## config.mk

```make
export PLATFORM = sky130hd
export DESIGN_NAME = mmpc_page_ctrl
export DESIGN_NICKNAME = d
export VERILOG_FILES = /design/src/hdl/mmpc_addr_xlate.v /design/src/hdl/mmpc_page_ctrl.v
export VERILOG_INCLUDE_DIRS = /design/src /design/src/pkg
export SDC_FILE = /design/constraint.sdc
export NUM_CORES = 1
export LEC_CHECK = 0
export ABC_CLOCK_PERIOD_IN_PS = 2300
export BUFFER_PORTS_ARGS = -buffer_cell sky130_fd_sc_hd__buf_2
export CORE_MARGIN = 1.5
export CORE_UTILIZATION = 45
export DETAILED_ROUTE_END_ITERATION = 8
export PLACE_DENSITY_LB_ADDON = 0.15
export REMOVE_ABC_BUFFERS = 1
export SLEW_MARGIN = 15
export SYNTH_ARGS = -nofsm -noshare
export SYNTH_HDL_FRONTEND = slang
export SYNTH_HIERARCHICAL = 1
export SYNTH_SLANG_ARGS = --single-unit
```

## constraint.sdc

```tcl
create_clock -name clock_i -period 2.3 [get_ports clock_i]
set_clock_uncertainty 0.2 [all_clocks]
set_input_delay 0.115 -clock clock_i [delete_from_list [all_inputs] [get_ports clock_i]]
set_output_delay 0.115 -clock clock_i [all_outputs]
set_load 0.03 [all_outputs]
```

## src/pkg/mmpc_consts.vh

```
/*
 constants for the memory map and page control block: register offsets, reset
 values, fixed page numbers and window bounds. assumes plain verilog-2005 includes.
*/
`ifndef MMPC_CONSTS_VH
`define MMPC_CONSTS_VH

`define MMPC_OFF_MODE      8'h0b
`define MMPC_OFF_DIRECT    8'h11
`define MMPC_OFF_PROGRAM_PAGE_INDEX     8'h15
`define MMPC_OFF_DBGPAGE   8'h16
`define MMPC_MODE_BIT      7
`define MMPC_PROGRAM_PAGE_INDEX_RST     4'he
`define MMPC_DBGPAGE_RST   4'he
`define MMPC_DIRECT_RST    8'h00
`define MMPC_PAGE_LO       4'hc
`define MMPC_PAGE_MID      4'hd
`define MMPC_PAGE_TOP      4'hf
`define MMPC_DBG_HI_PAGE   4'hf
`define MMPC_DBG_WIN_HI    8'hff
`define MMPC_DBG_WIN_PP    8'hbf
`define MMPC_ALLOW_NS2SS   1'b0
`define MMPC_ALLOW_SS2NS   1'b1

`endif

```

## src/hdl/mmpc_addr_xlate.v

```verilog
/*
 local to global address expansion for one master.
 assumes the page index comes from a register of the caller; purely combinational.
*/
`timescale 1ns/1ps
`include "mmpc_consts.vh"

module mmpc_addr_xlate (
   input  wire [15:0] local_addr_i,
   input  wire [3:0]  page_index_bits_i,
   output wire [17:0] global_addr_o
);

   reg [3:0] page_sel;

   // the top two local bits pick a fixed page or the program page window
   always @* begin
      case (local_addr_i[15:14])
         2'b00:   page_sel = `MMPC_PAGE_LO;
         2'b01:   page_sel = `MMPC_PAGE_MID;
         2'b10:   page_sel = page_index_bits_i;
         default: page_sel = `MMPC_PAGE_TOP;
      endcase
   end

   // page sits above local bits 13..0
   assign global_addr_o = {page_sel, local_addr_i[13:0]};

endmodule // mmpc_addr_xlate

```

## src/hdl/mmpc_page_ctrl.v

```verilog
/*
 memory map and page control: mode select bit, direct page, program page and
 debug page registers, address expansion and debug resource decode.
 assumes the cpu and debug masters share the bus clock and the system reset,
 and that register accesses arrive as single-cycle strobes with an 8-bit offset.
*/
`timescale 1ns/1ps
`include "mmpc_consts.vh"

// Function
// - mode select bit rules the mode out of reset; pin rules during reset
// - pin level is captured into mode select bit at reset release
// - disallowed mode write leaves bit and locks later writes, except special mode
// - mode register writes are ignored while secured
// - direct page writable always in special mode, only once in normal mode
// - direct page bits form local address bits 15..8 for direct addressing
// - page index bits select the 16KB block seen at 0x8000-0xBFFF
// - far call/return page writes complete within the same cycle
// - local 0x0000-0x3FFF maps to fixed page 0x0C
// - local 0x4000-0x7FFF maps to fixed page 0x0D
// - local 0xC000-0xFFFF maps to fixed page 0x0F
// - program page resets to 0x0E for linear flash
// - debug resources selected only in debug read and write cycles
// - active debug decodes 0xFF00-0xFFFF to debug tables
// - active debug with page 0x0F also decodes 0xBF00-0xBFFF
// - debug page register has four bits, expands like the cpu page
// - debug page used only when enabled and for firmware or hardware commands
// - debug master reads and writes program and debug page registers
// - special single-chip mode enters active debug after every reset
module mmpc_page_ctrl (
   input  wire        clock_i,
   input  wire        arst_n_i,
   input  wire        mode_pin_i,
   input  wire        secured_i,
   input  wire        allow_ns2ss_i,
   input  wire        allow_ss2ns_i,
   input  wire        reg_wr_i,
   input  wire        reg_rd_i,
   input  wire [7:0]  reg_addr_i,
   input  wire [7:0]  reg_wdata_i,
   output reg  [7:0]  reg_rdata_o,
   input  wire        far_page_wr_i,
   input  wire [3:0]  far_page_i,
   input  wire [15:0] cpu_addr_i,
   input  wire        cpu_direct_i,
   output wire [17:0] cpu_global_o,
   input  wire [15:0] dbg_addr_i,
   input  wire        dbg_page_en_i,
   input  wire        dbg_cmd_i,
   input  wire        debug_read_cycle_i,
   input  wire        debug_write_cycle_i,
   input  wire        debug_active_i,
   output wire [17:0] dbg_global_o,
   output wire        dbg_res_sel_o,
   output wire        special_mode_o,
   output wire        debug_entry_o
);

   reg        mode_select_bit_q;
   reg        mode_lock_q;
   reg        in_reset_q;
   reg [7:0]  direct_page_bits_q;
   reg        direct_written_q;
   reg [3:0]  program_page_index_q;
   reg [3:0]  debug_page_register_q;
   reg        debug_entry_q;

   wire [15:0] cpu_local;
   wire [3:0]  dbg_page;
   wire        wr_mode;
   wire        wr_direct;
   wire        wr_program_page_index;
   wire        wr_dbgpage;
   wire        mode_allowed;

   // table lookup of a permitted transition; table is held on ports and
   // tied off by the integrator so it can change without touching this file
   function mode_ok;
      input cur;
      input nxt;
      input ns2ss;
      input ss2ns;
      begin
         if (cur == nxt)
            mode_ok = 1'b1;
         else if (nxt)
            mode_ok = ns2ss;
         else
            mode_ok = ss2ns;
      end
   endfunction

   // address decode of register strobes
   assign wr_mode    = reg_wr_i && (reg_addr_i == `MMPC_OFF_MODE);
   assign wr_direct  = reg_wr_i && (reg_addr_i == `MMPC_OFF_DIRECT);
   assign wr_program_page_index   = reg_wr_i && (reg_addr_i == `MMPC_OFF_PROGRAM_PAGE_INDEX);
   assign wr_dbgpage = reg_wr_i && (reg_addr_i == `MMPC_OFF_DBGPAGE);
   assign mode_allowed = mode_ok(mode_select_bit_q, reg_wdata_i[`MMPC_MODE_BIT],
                                 allow_ns2ss_i, allow_ss2ns_i);

   // the mode pin is sampled while reset was seen last cycle, so the capture
   // happens at the first edge after release, never inside the async branch
   always @(posedge clock_i or negedge arst_n_i) begin
      if (!arst_n_i) begin
         in_reset_q        <= 1'b1;
         mode_select_bit_q <= 1'b0;
         mode_lock_q       <= 1'b0;
         debug_entry_q     <= 1'b0;
      end else begin
         in_reset_q <= 1'b0;
         if (in_reset_q) begin
            mode_select_bit_q <= mode_pin_i;
            debug_entry_q     <= mode_pin_i;
         end else begin
            debug_entry_q <= 1'b0;
            if (wr_mode && !secured_i) begin
               if (mode_select_bit_q || (!mode_lock_q && mode_allowed)) begin
                  if (mode_allowed)
                     mode_select_bit_q <= reg_wdata_i[`MMPC_MODE_BIT];
               end
               if (!mode_allowed && !mode_select_bit_q)
                  mode_lock_q <= 1'b1;
            end
         end
      end
   end

   // pin governs during the capture cycle, the register afterwards
   assign special_mode_o = in_reset_q ? mode_pin_i : mode_select_bit_q;
   assign debug_entry_o  = debug_entry_q;

   // direct page: one write in normal mode, any number in special mode
   always @(posedge clock_i or negedge arst_n_i) begin
      if (!arst_n_i) begin
         direct_page_bits_q <= `MMPC_DIRECT_RST;
         direct_written_q   <= 1'b0;
      end else if (wr_direct && (mode_select_bit_q || !direct_written_q)) begin
         direct_page_bits_q <= reg_wdata_i;
         direct_written_q   <= 1'b1;
      end
   end

   // program page: far call/return path wins so it lands within its cycle
   always @(posedge clock_i or negedge arst_n_i) begin
      if (!arst_n_i) begin
         program_page_index_q  <= `MMPC_PROGRAM_PAGE_INDEX_RST;
         debug_page_register_q <= `MMPC_DBGPAGE_RST;
      end else begin
         if (far_page_wr_i)
            program_page_index_q <= far_page_i;
         else if (wr_program_page_index)
            program_page_index_q <= reg_wdata_i[3:0];
         if (wr_dbgpage)
            debug_page_register_q <= reg_wdata_i[3:0];
      end
   end

   // read data registered; unmapped offsets read zero
   always @(posedge clock_i or negedge arst_n_i) begin
      if (!arst_n_i)
         reg_rdata_o <= 8'h00;
      else if (reg_rd_i) begin
         if (reg_addr_i == `MMPC_OFF_MODE)
            reg_rdata_o <= {mode_select_bit_q, 7'h00};
         else if (reg_addr_i == `MMPC_OFF_DIRECT)
            reg_rdata_o <= direct_page_bits_q;
         else if (reg_addr_i == `MMPC_OFF_PROGRAM_PAGE_INDEX)
            reg_rdata_o <= {4'h0, program_page_index_q};
         else if (reg_addr_i == `MMPC_OFF_DBGPAGE)
            reg_rdata_o <= {4'h0, debug_page_register_q};
         else
            reg_rdata_o <= 8'h00;
      end
   end

   // direct addressing replaces the high byte with the direct page
   assign cpu_local = cpu_direct_i ? {direct_page_bits_q, cpu_addr_i[7:0]}
                                   : cpu_addr_i;

   mmpc_addr_xlate u_cpu_xlate (
      .local_addr_i      (cpu_local),
      .page_index_bits_i (program_page_index_q),
      .global_addr_o     (cpu_global_o)
   );

   // debug page only when enabled and a command is running
   assign dbg_page = (dbg_page_en_i && dbg_cmd_i) ? debug_page_register_q
                                                  : program_page_index_q;

   mmpc_addr_xlate u_dbg_xlate (
      .local_addr_i      (dbg_addr_i),
      .page_index_bits_i (dbg_page),
      .global_addr_o     (dbg_global_o)
   );

   // debug resources hide others only in dedicated cycles of active debug
   assign dbg_res_sel_o = (debug_read_cycle_i || debug_write_cycle_i)
      && debug_active_i
      && ((dbg_addr_i[15:8] == `MMPC_DBG_WIN_HI)
          || ((dbg_addr_i[15:8] == `MMPC_DBG_WIN_PP)
              && (program_page_index_q == `MMPC_DBG_HI_PAGE)));

endmodule // mmpc_page_ctrl

```

### Word level (Yosys, flattened, before mapping)

Index checks and enable logic that the tools add are counted.

| storage, ports and cells | value |
|---|---|
| register bits | 29 |
| input port bits | 67 |
| output and inout port bits | 47 |
| word-level logic and storage cells | 69 |

| cells by class | value |
|---|---|
| eq/ne operators | 12 |
| muxes and demuxes | 18 |
| bitwise operators | 1 |
| reduce and logical (&&, ||, !) cells | 29 |

Operators with widths:

| cell | number |
|---|---|
| 8-bit by 5-bit == test with 1-bit output (second input constant) | 3 |
| 4-bit case mux with 3 select lines | 2 |
| 4-bit 2-to-1 mux | 5 |
| 8-bit == test (second input constant) | 2 |
| 16-bit 2-to-1 mux | 1 |
| 8-bit 2-to-1 mux | 2 |
| 1-bit logical AND | 12 |
| 8-bit by 4-bit == test with 1-bit output (second input constant) | 1 |
| 1-bit 2-to-1 mux | 8 |
| 2-bit nonzero test | 4 |
| 3-bit AND reduction | 2 |
| 1-bit logical NOT | 5 |
| 2-bit by 1-bit == test with 1-bit output (second input constant) | 2 |
| 2-bit == test (second input constant) | 2 |
| 4-bit == test (second input constant) | 1 |
| 2-bit logical NOT | 2 |
| 1-bit logical OR | 4 |
| 1-bit == test | 1 |
| 1-bit NOT | 1 |

### Depth between registers and ports, before layout

| depth | value |
|---|---|
| depth in word-level cells | 7 |
| depth in mapped cells | 5 |
| mapped depth without buffers | 4 |

### Cells and area by module

The synthesis kept the hierarchy.

By module, submodules not included:

| module | instances | cells an instance | area an instance (um2) | seq. area each (um2) |
|---|---|---|---|---|
| mmpc_page_ctrl | 1 | 136 | 1619.1 | 734.5 |
| mmpc_addr_xlate | 2 | 18 | 138.9 | 0.0 |

### Worst setup path before layout

No wires, ideal clock.

| path | value |
|---|---|
| path kind | reg2out |
| start | reg program_page_index_q[3] |
| end | out dbg_res_sel_o |
| arrival | 1550 ps |
| data required time | 1985 ps |
| setup slack | 435 ps |
| stages on the path, launching flop included | 3 |
| buffers on the path | 0 |
| cells stage by stage | dfstp_2 a41oi_1 nor4_1 |

| between the ends | value |
|---|---|
| cells in the longest elaborated chain, start to end | 4 |

Ends and longest elaborated chain:

| element | line | text |
|---|---|---|
| start, declared | mmpc_page_ctrl.v:64 | `reg [3:0] program_page_index_q;` |
| start signal, assigned | mmpc_page_ctrl.v:146 | `` program_page_index_q <= `MMPC_PROGRAM_PAGE_INDEX_RST; `` |
| start signal, assigned | mmpc_page_ctrl.v:150 | `program_page_index_q <= far_page_i;` |
| start signal, assigned | mmpc_page_ctrl.v:152 | `program_page_index_q <= reg_wdata_i[3:0];` |
| 4-bit == test (no line) | n/a |  |
| 1-bit logical AND | mmpc_page_ctrl.v:200 | `` \|\| ((dbg_addr_i[15:8] == `MMPC_DBG_WIN_PP) `` |
| 1-bit logical OR | mmpc_page_ctrl.v:199 | `` && ((dbg_addr_i[15:8] == `MMPC_DBG_WIN_HI) `` |
| 1-bit logical AND | mmpc_page_ctrl.v:197 | `assign dbg_res_sel_o = (debug_read_cycle_i \|\| debug_write_cycle_i)` |
| end, declared | mmpc_page_ctrl.v:54 | `output wire dbg_res_sel_o,` |

No other way between the ends.

### Worst setup path in the final report

| path | value |
|---|---|
| start | in reg_addr_i[5] |
| end | reg program_page_index_q[0] |

| between the ends | value |
|---|---|
| cells in the longest elaborated chain, start to end | 3 |

Ends and longest elaborated chain:

| element | line | text |
|---|---|---|
| start, declared | mmpc_page_ctrl.v:39 | `input wire [7:0] reg_addr_i,` |
| 8-bit by 5-bit == test with 1-bit output (no line) | n/a |  |
| 1-bit logical AND | mmpc_page_ctrl.v:96 | `` assign wr_program_page_index = reg_wr_i && (reg_addr_i == `MMPC_OFF_PROGRAM_PAGE_INDEX); `` |
| 2-bit nonzero test (no line) | n/a |  |

No other way between the ends.
A chain may end at the register's enable or synchronous reset.

==> flow_metrics.py <==
metrics = {
    "setup_path": {
        "end_kind": "flip-flop",
        "critPathArrivalTime_ns": 2.19,
        "crit_top_cell": "mux2_2",
        "path_delay_family": "simple AND/OR/NAND/NOR gates",
        "r2r_end": "program_page_index_q[0]$_DFFE_PN0P_",
        "cp.required_ns": 2.27,
        "timing.critical_path.buf_inv": 2,
        "crit_chain": "buf_2 > or3_4 > nor4_4 > mux2_2 > mux2_2 > dlygate4sd3_1",
        "crit_cells": 6,
        "cp_max_fo": 4,
        "r2r_setup_slack_ns": 0.49,
        "rr_worst_depth": 3,
        "max_stage_delay_ns": 0.55,
        "r2r-start": "program_page_index_q[0]$_DFFE_PN0P_",
        "cpMaxStageDelayCell": "dlygate4sd3_1",
        "path_class": "primary input to flip-flop",
        "cp-start-kind": "primary input",
    },
    "synth": {
        "ys_top_cells_by_area": "dfrtp_1 29%, mux2_2 17%, buf_4 11%",
        "synthDistinctLibCells": 38,
        "synth_edf_count": 0,
        "synthArstFlopShare_pct": 100.0,
        "yosysTopAreaCellShare_pct": 29.02,
        "yosys-top-cells-count": "28 x buf_4, 28 x mux2_2, 22 x dfrtp_1",
        "synth.largest_area_cell": "dfrtp_1",
        "syn_inst": 172,
        "postSynthAreaPerCell_um2": 11.03,
        "synthFlopType": "dfrtp_1",
        "yosysSeqAreaShare_pct": 38.72,
        "ys_warn_count": 6,
        "syn_area_um2": 1897,
        "ys_ff_latch": 29,
    },
    "sta": {
        "post-route-period-util_pct": 96.59,
        "rsz0062_at_grt": "no",
        "tightest_slew_ns": 0.6444,
        "fin_crit_ns": 2.222,
        "holdWs_ns": 0.01463,
        "max_freq_mhz": 450.1,
        "slew_headroom_pct": 57.04,
        "slew_viol_final": 0,
        "hold_viol_final": 0,
        "finalSetupTns_ns": 0,
        "finalSetupViolations": 0,
    },
    "die": {
        "core_area_um2": 4029,
        "die_area_um2": 4614,
        "start_util_pct": 47.08,
        "fp.dieW_um": 67.93,
        "std_cell_rows": 23,
        "die_height_um": 67.93,
        "io-pin-count": 114,
    },
    "layout": {
        "diodes": 0,
        "layout-drive-gt1-share_pct": 55.78,
        "layout.nets": 317,
        "nFillCells": 367,
        "area_growth_pct": 30.87,
    },
    "routing": {
        "dr.pass1.iters": 6,
        "met2_wirelength_um": 2048,
        "antenna_left": 0,
        "drc": 0,
        "wl_met1_um": 1915,
        "wirelength_um": 4582,
        "routed.top_layer": "met5",
        "dr_wl_met3_um": 515,
        "drt_iter0_drc": 84,
        "avgViaCountPerCell": 5.156,
        "vias": 1552,
        "post_drt_wl_per_cell_um": 15.22,
    },
    "power_and_ir_drop": {
        "powerDensity_nw_per_um2": 583.4,
        "p_leak_nw": 1.215,
        "vdd_drop_max_mv": 0.2694,
    },
    "clock_network": {
        "htree_levels": 2,
        "clock_latency_ns": 0.28,
        "post_cts_buffers": 0,
        "clk_pin_slew_worst_paths_ns": 0.07,
        "cts_resized": 0,
        "cts_buffer_depth": 2,
        "clkSinkCount": 29,
        "cts_root_buf": "clkbuf_8",
        "cts_buffers": 5,
        "cts_tree": "built",
    },
    "worst_hold_path": {
        "hold_depth": 3,
        "hp-start": "allow_ns2ss_i",
        "hold-path-endpoint": "mode_lock_q$_DFFE_PN0P_",
        "hold_class": "primary input to flip-flop",
    },
    "placement": {
        "dp_hpwl_um": 3461,
        "gp_congestion": 0.8463,
        "io_buffers": 81,
    },
    "run": {
        "cap_violations": 0,
    },
    "global_route": {
        "grt_max_degree": 30,
        "grt_usage_pct": 22.09,
        "globalRouteOverflowTotal": 0,
        "grt_pass1_vias": 1542,
        "antenna_found_initial": 0,
        "grt_pass1_wl_um": 7376,
    },
    "status": {
        "status": "completed",
    },
}
-- final cells by class --
type	count	area (um2)	share of cell area, %
Clock buffer	5	68.82	2.772
Multi-Input combinational cell	103	898.4	36.19
Sequential cell	29	734.5	29.59
Inverter	8	30.03	1.210
Clock inverter	3	65.06	2.621
Timing Repair Buffer	103	623.1	25.10
Tap cell	50	62.56	2.520
-- metal layers --
layer | track usage (%) | vias up
met5 | 8.750 | -
met4 | 5.250 | 2
met3 | 11.35 | 7
met2 | 34.47 | 91
met1 | 26.37 | 713
li1 | - | 739
-- registers in the layout, summed over array words and instances, names as in the netlist, 4 cells and up --
name and flops:
debug_page_register_q 4, direct_page_bits_q 8, reg_rdata_o 8, program_page_index_q 4
-- cells by family after synthesis --
kind of cell / Yosys count / synth area share [%]
AOI/OAI and AO/OA: 25 / 9.169
and+or+nand+nor: 41 / 15.04
buffers and inverters: 40 / 13.92
muxes: 36 / 22.96
other: 1 / 0.1977
DFF: 29 / 38.72
-- layout by cell type (no fill, tap or decap), drive strengths merged --
cell type,n
buf,82
mux2,36
dfrtp,22
dlygate4sd3,21
nand2,11
inv,8
o21ai,7
dfstp,7
nor2,5
nor3,5
or3b,5
clkbuf,5
a211oi,4
o22ai,3
nor4,3
nand4,2
a21oi,2
bufinv,2
a21o,2
o21a,2
a41oi,1
or4b,1
a41o,1
or4bb,1
nor4b,1
a31o,1
or3,1
nor3b,1
nand2b,1
o2111a,1
nand3b,1
and3b,1
and3,1
a32oi,1
nor2b,1
clkinv,1
conb,1
-- per-stage QoR --
step	cells	cell area (um2)	power (mW)	worst slack, ns	utilization [%]
after detailed placement	272	2138	0.7966	0.2803	53.07
after floorplan	140	1663	0.6785	0.4216	-
after global routing	301	2482	1.519	0.02050	61.61
final	301	2482	1.448	0.07850	61.61
after global placement	272	2138	0.7945	0.2880	53.07
after CTS	301	2482	1.468	0.04532	61.61
-- repair_timing --
item,in CTS,in global routing
hold buffers,21,0
endpoints found under the setup margin,0,2
endpoints found under the hold margin,44,0
-- worst max path at each step --
stage | endpoint | slack, ns | start
after floorplan | direct_page_bits_q[0]$_DFFE_PN0P_ | 0.42 | reg_addr_i[5]
after global placement | program_page_index_q[0]$_DFFE_PN0P_ | 0.29 | reg_addr_i[5]
after detailed placement | program_page_index_q[0]$_DFFE_PN0P_ | 0.28 | reg_addr_i[5]
after CTS | program_page_index_q[0]$_DFFE_PN0P_ | 0.05 | reg_addr_i[5]
after global routing | program_page_index_q[0]$_DFFE_PN0P_ | 0.02 | reg_addr_i[5]
final | program_page_index_q[0]$_DFFE_PN0P_ | 0.08 | reg_addr_i[5]
-- where the power goes --
group | switching (mW) | total (mW) | internal (mW)
clock network | 0.198 | 0.628 | 0.430
logic | 0.136 | 0.264 | 0.128
registers | 0.0204 | 0.557 | 0.536
total | 0.354 | 1.45 | 1.09
-- worst register-to-register path, cell delays in order, from the launching register on --
cell and delay (ns):
dfrtp_1 0.42, mux2_2 0.27, mux2_2 0.25, dlygate4sd3_1 0.55
Power figures use the tool's default switching activity.
